`src/pkg/abm_pkg.sv`:
```
// Shared encodings and widths for the bus master port and its far end.
// Assumes both ends are clocked by one rising-edge system clock.
package abm_pkg;
    localparam int ADDR_W = 32;
    localparam int DATA_W = 32;
    // Burst encodings; wrapping and sixteen-beat codes are never issued.
    localparam logic [2:0] BURST_SINGLE = 3'h0;
    localparam logic [2:0] BURST_INCR   = 3'h1;
    localparam logic [2:0] BURST_INCR4  = 3'h3;
    localparam logic [2:0] BURST_INCR8  = 3'h5;
    // Transfer sizes; bit 2 is always low.
    localparam logic [2:0] SIZE_BYTE  = 3'h0;
    localparam logic [2:0] SIZE_HALF  = 3'h1;
    localparam logic [2:0] SIZE_WORD  = 3'h2;
    // Transfer types.
    localparam logic [1:0] TRANS_IDLE   = 2'h0;
    localparam logic [1:0] TRANS_BUSY   = 2'h1;
    localparam logic [1:0] TRANS_NONSEQ = 2'h2;
    localparam logic [1:0] TRANS_SEQ    = 2'h3;
    // Slave responses.
    localparam logic [1:0] RESP_OKAY  = 2'h0;
    localparam logic [1:0] RESP_ERROR = 2'h1;
    localparam logic [1:0] RESP_RETRY = 2'h2;
    localparam logic [1:0] RESP_SPLIT = 2'h3;
    // Protection field bit positions.
    localparam int PROT_DATA = 0;
    localparam int PROT_PRIV = 1;
    localparam int PROT_BUF  = 2;
    localparam int PROT_CACH = 3;
    // Reset values of the master's outputs.
    localparam logic [31:0] ADDR_RST = 32'h0;
    localparam logic [31:0] DATA_RST = 32'h0;
    // Far-end wait states inserted per beat by default.
    localparam int WAIT_DEF = 1;
endpackage

```
`src/pkg/abm_if.sv`:
```
// Bus signals between the master port and the far end.
// Assumes one system clock; the bench drives clock and reset.
interface abm_if;
    logic [31:0] haddr;
    logic [2:0]  hburst;
    logic        hbusreq;
    logic        hgrant;
    logic        hlock;
    logic [3:0]  hprot;
    logic [31:0] hrdata;
    logic        hready;
    logic [1:0]  hresp;
    logic [2:0]  hsize;
    logic [1:0]  htrans;
    logic [31:0] hwdata;
    logic        hwrite;
    logic        bus_clock_enable;

    modport master (
        output haddr, hburst, hbusreq, hlock, hprot, hsize, htrans,
               hwdata, hwrite,
        input  hgrant, hrdata, hready, hresp, bus_clock_enable
    );
    modport system (
        input  haddr, hburst, hbusreq, hlock, hprot, hsize, htrans,
               hwdata, hwrite,
        output hgrant, hrdata, hready, hresp, bus_clock_enable
    );
endinterface

```
`src/logic/abm_master.sv`:
```
// Bus master port: turns user requests into bus transfers and answers.
// Assumes all inputs are synchronous to MCLK_I and reset is released
// synchronously by the surrounding system.

// Functional notes
// - Drive 32-bit byte address per transfer.
// - Burst only SINGLE, INCR, INCR4, INCR8.
// - Request bus whenever a transfer is needed.
// - Take bus only on grant and ready.
// - No other master granted while locked.
// - Lock during atomic swap to bus space.
// - Protection bit 0: fetch low, data high.
// - Protection bit 1: user low, privileged high.
// - Protection bits 2,3: bufferable, cacheable.
// - Slave returns 32-bit read data.
// - Transfer completes only when ready sampled high.
// - Active-low reset, released synchronously; RST_I here is active high.
// - Decode OKAY, ERROR, RETRY, SPLIT responses; here every response other than OKAY is taken as an error.
// - Size byte, halfword, word; bit 2 low.
// - Mark each cycle IDLE/BUSY/NONSEQ/SEQ.
// - Drive store data on write data bus.
// - Direction high for write, low read.
// - System asserts enable before bus edges.
// - Outputs change after, inputs sampled, rising edge.
module abm_master #(
    parameter int BEATS_MAX = 8
) (
    input  wire logic        MCLK_I,
    input  wire logic        RST_I,
    abm_if.master            bus,
    input  wire logic        REQ_VALID_I,
    output logic             REQ_READY_O,
    input  wire logic [31:0] REQ_ADDR_I,
    input  wire logic        REQ_WRITE_I,
    input  wire logic [1:0]  REQ_SIZE_I,
    input  wire logic [3:0]  REQ_BEATS_I,
    input  wire logic        REQ_FETCH_I,
    input  wire logic        REQ_PRIV_I,
    input  wire logic        REQ_BUF_I,
    input  wire logic        REQ_CACH_I,
    input  wire logic        REQ_SWAP_I,
    input  wire logic [31:0] REQ_WDATA_I,
    output logic             RSP_VALID_O,
    output logic [31:0]      RSP_RDATA_O,
    output logic             RSP_ERROR_O
);
    // Elaboration check: BEATS_MAX must be 8, the longest fixed burst code; counts up to 15 go out as INCR.
    if (BEATS_MAX != 8) begin : g_beats_check
        $error("BEATS_MAX must be 8");
    end

    typedef enum logic [2:0] {
        ABM_IDLE = 3'h0,
        ABM_REQ  = 3'h1,
        ABM_ADDR = 3'h2,
        ABM_DATA = 3'h3,
        ABM_ERR  = 3'h4
    } abm_state_t;

    abm_state_t  state_reg;
    logic [31:0] addr_reg;
    logic [3:0]  left_reg;
    logic [3:0]  beats_reg;
    logic        write_reg;
    logic [2:0]  size_reg;
    logic [3:0]  prot_reg;
    logic        swap_reg;
    logic [31:0] wdata_reg;
    logic        data_phase_reg;
    logic [1:0]  trans_reg;
    logic        rsp_valid_reg;
    logic [31:0] rsp_rdata_reg;
    logic        rsp_error_reg;
    logic        step;

    // Burst code from beat count; unsupported counts fall back to INCR.
    function automatic logic [2:0] burst_of(input logic [3:0] n);
        case (n)
            4'h1:    burst_of = abm_pkg::BURST_SINGLE;
            4'h4:    burst_of = abm_pkg::BURST_INCR4;
            4'h8:    burst_of = abm_pkg::BURST_INCR8;
            default: burst_of = abm_pkg::BURST_INCR;
        endcase
    endfunction

    // The bus advances only on an enabled edge with ready high.
    assign step = bus.bus_clock_enable && bus.hready;

    assign REQ_READY_O = (state_reg == ABM_IDLE) && !RST_I;

    // Main sequencer.
    always_ff @(posedge MCLK_I) begin
        if (RST_I) begin
            state_reg <= ABM_IDLE;
        end else begin
            case (state_reg)
                ABM_IDLE: begin
                    if (REQ_VALID_I) state_reg <= ABM_REQ;
                end
                ABM_REQ: begin
                    if (step && bus.hgrant) state_reg <= ABM_ADDR;
                end
                ABM_ADDR: begin
                    if (step && left_reg == 4'h1) state_reg <= ABM_DATA;
                end
                ABM_DATA: begin
                    if (bus.bus_clock_enable) begin
                        if (bus.hresp != abm_pkg::RESP_OKAY && !bus.hready)
                            state_reg <= ABM_ERR;
                        else if (bus.hready)
                            state_reg <= ABM_IDLE;
                    end
                end
                ABM_ERR: begin
                    if (step) state_reg <= ABM_IDLE;
                end
                default: state_reg <= ABM_IDLE;
            endcase
        end
    end

    // Capture of the request; held for the whole transfer, except address and beats left, which step per beat.
    always_ff @(posedge MCLK_I) begin
        if (RST_I) begin
            addr_reg  <= abm_pkg::ADDR_RST;
            left_reg  <= 4'h0;
            beats_reg <= 4'h0;
            write_reg <= 1'b0;
            size_reg  <= abm_pkg::SIZE_WORD;
            prot_reg  <= 4'h0;
            swap_reg  <= 1'b0;
            wdata_reg <= abm_pkg::DATA_RST;
        end else if (state_reg == ABM_IDLE && REQ_VALID_I) begin
            addr_reg  <= REQ_ADDR_I;
            left_reg  <= (REQ_BEATS_I == 4'h0) ? 4'h1 : REQ_BEATS_I;
            beats_reg <= (REQ_BEATS_I == 4'h0) ? 4'h1 : REQ_BEATS_I;
            write_reg <= REQ_WRITE_I;
            // Size 3 is not a legal port size, so it is clipped to word.
            size_reg  <= (REQ_SIZE_I == 2'h3) ? abm_pkg::SIZE_WORD
                                              : {1'b0, REQ_SIZE_I};
            prot_reg[abm_pkg::PROT_DATA] <= !REQ_FETCH_I;
            prot_reg[abm_pkg::PROT_PRIV] <= REQ_PRIV_I;
            prot_reg[abm_pkg::PROT_BUF]  <= REQ_BUF_I;
            prot_reg[abm_pkg::PROT_CACH] <= REQ_CACH_I;
            swap_reg  <= REQ_SWAP_I && !REQ_FETCH_I;
            wdata_reg <= REQ_WDATA_I;
        end else if (state_reg == ABM_ADDR && step) begin
            // Advance address only on a completed beat.
            addr_reg <= addr_reg + ({29'h0, size_reg} == 32'h0 ? 32'h1 :
                        (size_reg == abm_pkg::SIZE_HALF ? 32'h2 : 32'h4));
            left_reg <= left_reg - 4'h1;
        end
    end

    // Transfer type per cycle; first beat NONSEQ, later beats SEQ.
    always_ff @(posedge MCLK_I) begin
        if (RST_I) begin
            trans_reg <= abm_pkg::TRANS_IDLE;
        end else if (state_reg == ABM_REQ && step && bus.hgrant) begin
            trans_reg <= abm_pkg::TRANS_NONSEQ;
        end else if (state_reg == ABM_ADDR && step) begin
            trans_reg <= (left_reg == 4'h1) ? abm_pkg::TRANS_IDLE
                                            : abm_pkg::TRANS_SEQ;
        end else if (state_reg == ABM_DATA && bus.bus_clock_enable &&
                     bus.hresp != abm_pkg::RESP_OKAY && !bus.hready) begin
            // First error cycle of the last beat's data phase: hold the transfer type at IDLE.
            trans_reg <= abm_pkg::TRANS_IDLE;
        end
    end

    // Data phase tracks the beat whose address was just accepted.
    always_ff @(posedge MCLK_I) begin
        if (RST_I) begin
            data_phase_reg <= 1'b0;
        end else if (step) begin
            data_phase_reg <= (state_reg == ABM_ADDR);
        end
    end

    // Answer to the user: one pulse when the last beat completes.
    always_ff @(posedge MCLK_I) begin
        if (RST_I) begin
            rsp_valid_reg <= 1'b0;
            rsp_rdata_reg <= abm_pkg::DATA_RST;
            rsp_error_reg <= 1'b0;
        end else begin
            rsp_valid_reg <= 1'b0;
            if (data_phase_reg && step) begin
                rsp_rdata_reg <= bus.hrdata;
                // Retry and split are reported as errors; no reissue.
                rsp_error_reg <= rsp_error_reg ||
                                 bus.hresp != abm_pkg::RESP_OKAY;
                if (state_reg != ABM_ADDR) rsp_valid_reg <= 1'b1;
            end else if (state_reg == ABM_IDLE) begin
                rsp_error_reg <= 1'b0;
            end
        end
    end

    // Bus outputs; request stays up until the last address is taken.
    assign bus.hbusreq = (state_reg == ABM_REQ) ||
                         (state_reg == ABM_ADDR);
    assign bus.hlock   = swap_reg && (state_reg != ABM_IDLE);
    assign bus.haddr   = addr_reg;
    assign bus.htrans  = trans_reg;
    assign bus.hburst  = burst_of(beats_reg);
    assign bus.hsize   = size_reg;
    assign bus.hprot   = prot_reg;
    assign bus.hwrite  = write_reg;
    assign bus.hwdata  = wdata_reg;
    assign RSP_VALID_O = rsp_valid_reg;
    assign RSP_RDATA_O = rsp_rdata_reg;
    assign RSP_ERROR_O = rsp_error_reg;
endmodule

```
`src/flat_wrapper.sv`:
```
// flat-port wrapper written by rule: the top's interface ports become plain ports
module abm_master_flat 
#(
    parameter int BEATS_MAX = 8
)
  (MCLK_I, RST_I, REQ_VALID_I, REQ_READY_O, REQ_ADDR_I, REQ_WRITE_I, REQ_SIZE_I, REQ_BEATS_I, REQ_FETCH_I, REQ_PRIV_I, REQ_BUF_I, REQ_CACH_I, REQ_SWAP_I, REQ_WDATA_I, RSP_VALID_O, RSP_RDATA_O, RSP_ERROR_O, bus_haddr, bus_hburst, bus_hbusreq, bus_hlock, bus_hprot, bus_hsize, bus_htrans, bus_hwdata, bus_hwrite, bus_hgrant, bus_hrdata, bus_hready, bus_hresp, bus_bus_clock_enable);
  abm_if bus_i ();
  input  wire logic MCLK_I;
  input  wire logic RST_I;
  input  wire logic REQ_VALID_I;
  output logic REQ_READY_O;
  input  wire logic [31:0] REQ_ADDR_I;
  input  wire logic REQ_WRITE_I;
  input  wire logic [1:0] REQ_SIZE_I;
  input  wire logic [3:0] REQ_BEATS_I;
  input  wire logic REQ_FETCH_I;
  input  wire logic REQ_PRIV_I;
  input  wire logic REQ_BUF_I;
  input  wire logic REQ_CACH_I;
  input  wire logic REQ_SWAP_I;
  input  wire logic [31:0] REQ_WDATA_I;
  output logic RSP_VALID_O;
  output logic [31:0] RSP_RDATA_O;
  output logic RSP_ERROR_O;
  output wire logic [$bits(bus_i.haddr)-1:0] bus_haddr;
  output wire logic [$bits(bus_i.hburst)-1:0] bus_hburst;
  output wire logic [$bits(bus_i.hbusreq)-1:0] bus_hbusreq;
  output wire logic [$bits(bus_i.hlock)-1:0] bus_hlock;
  output wire logic [$bits(bus_i.hprot)-1:0] bus_hprot;
  output wire logic [$bits(bus_i.hsize)-1:0] bus_hsize;
  output wire logic [$bits(bus_i.htrans)-1:0] bus_htrans;
  output wire logic [$bits(bus_i.hwdata)-1:0] bus_hwdata;
  output wire logic [$bits(bus_i.hwrite)-1:0] bus_hwrite;
  input wire logic [$bits(bus_i.hgrant)-1:0] bus_hgrant;
  input wire logic [$bits(bus_i.hrdata)-1:0] bus_hrdata;
  input wire logic [$bits(bus_i.hready)-1:0] bus_hready;
  input wire logic [$bits(bus_i.hresp)-1:0] bus_hresp;
  input wire logic [$bits(bus_i.bus_clock_enable)-1:0] bus_bus_clock_enable;
  assign bus_haddr = bus_i.haddr;
  assign bus_hburst = bus_i.hburst;
  assign bus_hbusreq = bus_i.hbusreq;
  assign bus_hlock = bus_i.hlock;
  assign bus_hprot = bus_i.hprot;
  assign bus_hsize = bus_i.hsize;
  assign bus_htrans = bus_i.htrans;
  assign bus_hwdata = bus_i.hwdata;
  assign bus_hwrite = bus_i.hwrite;
  assign bus_i.hgrant = bus_hgrant;
  assign bus_i.hrdata = bus_hrdata;
  assign bus_i.hready = bus_hready;
  assign bus_i.hresp = bus_hresp;
  assign bus_i.bus_clock_enable = bus_bus_clock_enable;
  abm_master #(.BEATS_MAX(BEATS_MAX)) u_core (.MCLK_I(MCLK_I), .RST_I(RST_I), .bus(bus_i), .REQ_VALID_I(REQ_VALID_I), .REQ_READY_O(REQ_READY_O), .REQ_ADDR_I(REQ_ADDR_I), .REQ_WRITE_I(REQ_WRITE_I), .REQ_SIZE_I(REQ_SIZE_I), .REQ_BEATS_I(REQ_BEATS_I), .REQ_FETCH_I(REQ_FETCH_I), .REQ_PRIV_I(REQ_PRIV_I), .REQ_BUF_I(REQ_BUF_I), .REQ_CACH_I(REQ_CACH_I), .REQ_SWAP_I(REQ_SWAP_I), .REQ_WDATA_I(REQ_WDATA_I), .RSP_VALID_O(RSP_VALID_O), .RSP_RDATA_O(RSP_RDATA_O), .RSP_ERROR_O(RSP_ERROR_O));
endmodule
```
`config.mk`:
```
export PLATFORM = sky130hd
export DESIGN_NAME = abm_master_flat
export DESIGN_NICKNAME = d
export VERILOG_FILES = /design/src/pkg/abm_pkg.sv /design/src/pkg/abm_if.sv /design/src/logic/abm_master.sv /design/src/flat_wrapper.sv
export SDC_FILE = /design/constraint.sdc
export NUM_CORES = 1
export LEC_CHECK = 0
export BUFFER_PORTS_ARGS = -buffer_cell sky130_fd_sc_hd__buf_2
export CAP_MARGIN = 20
export CELL_PAD_IN_SITES_DETAIL_PLACEMENT = 0
export CELL_PAD_IN_SITES_GLOBAL_PLACEMENT = 1
export CORE_ASPECT_RATIO = 1.1
export CORE_UTILIZATION = 33
export CTS_CLUSTER_SIZE = 14
export DETAILED_ROUTE_END_ITERATION = 16
export PLACE_DENSITY = 0.84
export RECOVER_POWER = 25
export SLEW_MARGIN = 20
export SYNTH_ARGS = -nofsm -noshare
export SYNTH_HDL_FRONTEND = slang
export SYNTH_SLANG_ARGS = --single-unit
```
`constraint.sdc`:
```
create_clock -name MCLK_I -period 2.9 [get_ports MCLK_I]
set_clock_uncertainty 0.15 [all_clocks]
set_input_delay 0.725 -clock MCLK_I [delete_from_list [all_inputs] [get_ports MCLK_I]]
set_output_delay 0.725 -clock MCLK_I [all_outputs]
set_load 0.02 [all_outputs]
```
# Yosys cells after proc, flatten, opt, wreduce, memory -nomap -nowiden
# Index checks and enable logic that the tools add are counted.
[totals]
elab_cells = 91
ff_bits = 121
output_inout_bits = 114
[classes]
n_reduce_logical = 32
n_bitwise = 1
n_addsub = 2
mux = 24
n_eq_ne = 17
[op_table]
columns = ["op", "count"]
rows = [
  ["32-bit 2-to-1 mux", 3],
  ["32-bit adder", 1],
  ["3-bit 2-to-1 mux", 8],
  ["1-bit logical AND", 15],
  ["3-bit case mux with 5 select lines", 1],
  ["4-bit 2-to-1 mux", 3],
  ["2-bit 2-to-1 mux", 5],
  ["3-bit case mux with 3 select lines", 1],
  ["4-bit by 1-bit == test with 1-bit output, second input constant", 2],
  ["2-bit nonzero test", 4],
  ["3-bit by 1-bit == test with 1-bit output, second input constant", 2],
  ["3-bit by 2-bit == test with 1-bit output, second input constant", 2],
  ["3-bit zero test", 2],
  ["2-bit by 1-bit != test with 1-bit output, second input constant", 3],
  ["3-bit by 2-bit != test with 1-bit output, second input constant", 2],
  ["6-bit AND reduction", 1],
  ["3-bit nonzero test", 2],
  ["4-bit by 3-bit == test with 1-bit output, second input constant", 1],
  ["4-bit == test, second input constant", 1],
  ["4-bit zero test", 1],
  ["2-bit != test, second input constant", 2],
  ["2-bit OR reduction", 2],
  ["4-bit by 1-bit subtractor with 4-bit output, second input constant", 1],
  ["3-bit == test, second input constant", 1],
  ["5 further kinds", 10],
]

# Depth between registers and ports, before layout
[depth]
word_depth = 7
depth_mapped = 9
depth_no_buf = 8

# Worst setup path after synthesis
# Ideal clock, no wire load.
[synth_path]
kind = "input to output"
startpoint = "input RST_I"
endpoint = "output REQ_READY_O"
path_buffers = 2
setup_slack_ps = 314
cell_stages = 3
arrival_ps = 1711
path_cell_list = "clkbuf_1 > clkbuf_1 > nor4_1"
[synth_via]
elab_chain_len = 2
[synth_lines]
columns = ["element", "line", "source"]
rows = [
  ["start: declaration", "flat_wrapper.sv:9", "input wire logic RST_I;"],
  ["1-bit zero test", "abm_master.sv:89", "assign REQ_READY_O = (state_reg == ABM_IDLE) && !RST_I;"],
  ["1-bit logical AND", "abm_master.sv:89", ""],
  ["end: declaration", "flat_wrapper.sv:11", "output logic REQ_READY_O;"],
]
# Every way passes these cells.

# Worst setup path in the final report
[layout_path]
startpoint = "register u_core.state_reg[2]"
endpoint = "register u_core.left_reg[1]"
[layout_via]
elab_chain_len = 3
[layout_lines]
columns = ["element", "line", "source"]
rows = [
  ["start: declaration", "abm_master.sv:60", "abm_state_t state_reg;"],
  ["start signal: assignment", "abm_master.sv:94", "state_reg <= ABM_IDLE;"],
  ["start signal: assignment", "abm_master.sv:98", "if (REQ_VALID_I) state_reg <= ABM_REQ;"],
  ["start signal: assignment", "abm_master.sv:101", "if (step && bus.hgrant) state_reg <= ABM_ADDR;"],
  ["3-bit by 2-bit == test with 1-bit output or 3-bit zero test (tied branches)", "abm_master.sv:147, abm_master.sv:133", ""],
  ["1-bit logical AND (on tied branches)", "abm_master.sv:147, abm_master.sv:133", ""],
  ["2-bit nonzero test (no source line) or 4-bit 2-to-1 mux (tied branches)", "--", ""],
  ["end signal: assignment", "abm_master.sv:135", "left_reg <= (REQ_BEATS_I == 4'h0) ? 4'h1 : REQ_BEATS_I;"],
  ["end signal: assignment", "abm_master.sv:151", "left_reg <= left_reg - 4'h1;"],
  ["end: declaration", "abm_master.sv:62", "logic [3:0] left_reg;"],
]
# Several ways; a longest one is shown, not always the timed one.
# A chain may end at the register's enable or synchronous reset.

==> out/metrics.csv <==
metric,value,unit
status,"complete, but fails checks",
failing checks,"capacitance limit, slew limit",
worst reg-to-reg setup slack,390,ps
critical path class,reg2reg,
PD cells,823,nW/um^2
Starting Density,0.343,
DRC,0,
DRT iter0 DRCs,242,
Yosys cell types,53,
CP Max Fanout,60,
worst path cell trace,nor4b_4 > clkbuf_2 > nand2_1 > o21ai_0 > a21oi_1 > nor2_1,
CTS Buffer Depth,2,
Final Max Tran Viols,34,
synthesized area,5240,sq um
vias,5183,
htree depth,4,
die area,16400,sq um
YS warnings,0,
Final Non-Filler Cells,1074,
Die Y,134,microns
"Avg Cell Area, Syn",7.96,sq um
worst slew pin tran,1520,ps
"EDFF count, synth",0,
setup TNS,0,ps
Final min period,2510,ps
total track usage,0.186,
num rows,47,
"slowest stage cell, crit path",clkbuf_2,
WP data required,3090,ps
Cells after Synth,658,
CTS Buf Count,17,
WP buf/inv,1,
drt wl/cell,14.1,microns
CTS tree,yes,
critical path's largest stage delay,950,ps
crit start category,flop,
Main synth FF type,dfxtp_1,
"flops & latches, synth",120,
register area share after synthesis,0.459,
Post-synth ARST share,0,
global placer's final weighted congestion,0.788,
share of layout cells above drive strength 1,0.298,
CTS Sinks,120,
crit end category,flop,
area occupied by multi-input gates,2620,sq um
# nets final,987,
# placed instances,1042,
Register Area,2400,sq um
fillcell total,1602,
gr ovfl total,0,
RSZ-0062 raised after global routing,false,
Final Hold Violating Endpoints,0,
worst hold slack,298,ps
Worst-path clk slew,50,ps
Hold Buf Count CTS,0,
vias in the first global route,4978,
IO Port Bufs,228,
1st-pass router iterations,4,
"Setup Fix Bufs, Post-CTS",0,
vias per inst,4.83,
Area growth syn-to-layout,35.4,%
Root Driver,clkbuf_16,
total wire length,15100,microns
number of antenna-violating nets in the routed design,0,
Post-Syn Nets,780,
"commonest non-fill, non-tap cell in the layout",buf_2,
relative slew slack,-0.0108,
maxcap violations,1,
post-route clock period utilization,0.864,
post-CTS sizing,0,
Tightest Hold Check Type,reg2reg,
Final Util,0.464,
worst path arrival time,2700,ps
"commonest cells after routing, fill and taps aside","buf_2 (208), nand2_1 (176), dfxtp_1 (120), a21oi_1 (85), nor2_1 (41)",
Max Fclk,0.399,GHz
dpl hpwl,10600,microns
core footprint,15300,sq um
# setup viols final,0,
Die Wd,122,microns
initial antenna violation count,1,
Worst-Skew Late Latency,410,ps
Peak VDD IR,432,uV
IO Count,230,
family with the most delay on the worst path,buffers and inverters,
largest net degree at the start of global routing,125,
Leakage,3.03,nW
first-pass GRT wire length,24000,microns
==> kinds of logic after synthesis <==
logic type	synth area share
other cells	0.000716
buf+inv	0.0444
simple gates	0.273
flops	0.459
mux	0.0105
compound gates	0.163
xor+xnor	0.0334
fa+ha+maj	0.0158
==> per-layer routing <==
metal / vias up / routed length, microns / global-route usage
li1: 2694 / - / -
met1: 2300 / 6620 / 0.225
met2: 174 / 7160 / 0.303
met3: 15 / 1100 / 0.0599
met4: 0 / 227 / 0.0738
met5: - / 0 / 0
==> synthesized netlist by cell type (all sizes together), types with 2 or more instances <==
cell type    n  area [sq um]
nor2        41           154
nor4b        3          32.5
or4b         2          20.0
nor4         7          58.8
nor3         9          45.0
mux2         4          45.0
a21oi       85           425
a31oi        5          31.3
nand2      176           661
nand3       12          60.1
or3          7          43.8
and3         5          31.3
buf         14          75.1
a211oi      20           150
xnor2       10          87.6
inv          6          22.5
o21ai       11          55.1
and4         5          43.8
and2         9          56.3
xor2        10          87.6
o211ai       3          22.5
a32oi        2          17.5
a311oi       7          61.3
a21o         3          22.5
nor2b        4          25.0
dfxtp      120          2400
nand3b       3          22.5
ha           5          62.6
clkbuf      36           135
nor3b        5          42.5
nand4       15           115
==> report_power, final <==
part	total, mW	leakage, nW	switching [mW]	internal [mW]
logic	1.54	1.76	0.982	0.555
clock network	2.15	0.295	0.761	1.39
registers	2.15	0.982	0.253	1.90
==> worst paths after layout <==
kind | from | endpoint | cells after the start
max | u_core.state_reg[2] | u_core.left_reg[1] | 6
min | u_core.RSP_RDATA_O[1] | u_core.RSP_RDATA_O[1] | 2
max reg2reg | u_core.state_reg[2] | u_core.left_reg[1] | 6
min reg2reg | u_core.RSP_RDATA_O[1] | u_core.RSP_RDATA_O[1] | 2
==> area by class of cell <==
type                    count  area share
clock inverters            12      0.0213
inverters                   6     0.00317
well taps                 196      0.0346
repair buffers            238       0.169
multi-input cells         482       0.369
clock buffers              19      0.0638
diodes                      1    0.000353
flip-flops and latches    120       0.339
==> worst reg2reg max path: cells and delay by family (launching register included) <==
family                 cells  cell delay [ps]
flip-flops                 1              460
AO/OA/AOI/OAI              2              210
buffers and inverters      1              950
AND/OR/NAND/NOR            3              680
==> through the flow <==
| stage | instance area [sq um] | setup WS [ps] | power [mW] |
|---|---|---|---|
| 2_1_floorplan | 5240 | 314 | 3.20 |
| 3_3_place_gp | 6530 | 426 | 3.75 |
| 3_5_place_dp | 6530 | 418 | 3.76 |
| 4_1_cts | 7130 | 406 | 5.92 |
| 5_1_grt | 7090 | 127 | 6.16 |
| 6_report | 7090 | 395 | 5.84 |
No activity file was read; power rests on OpenSTA's default activity.
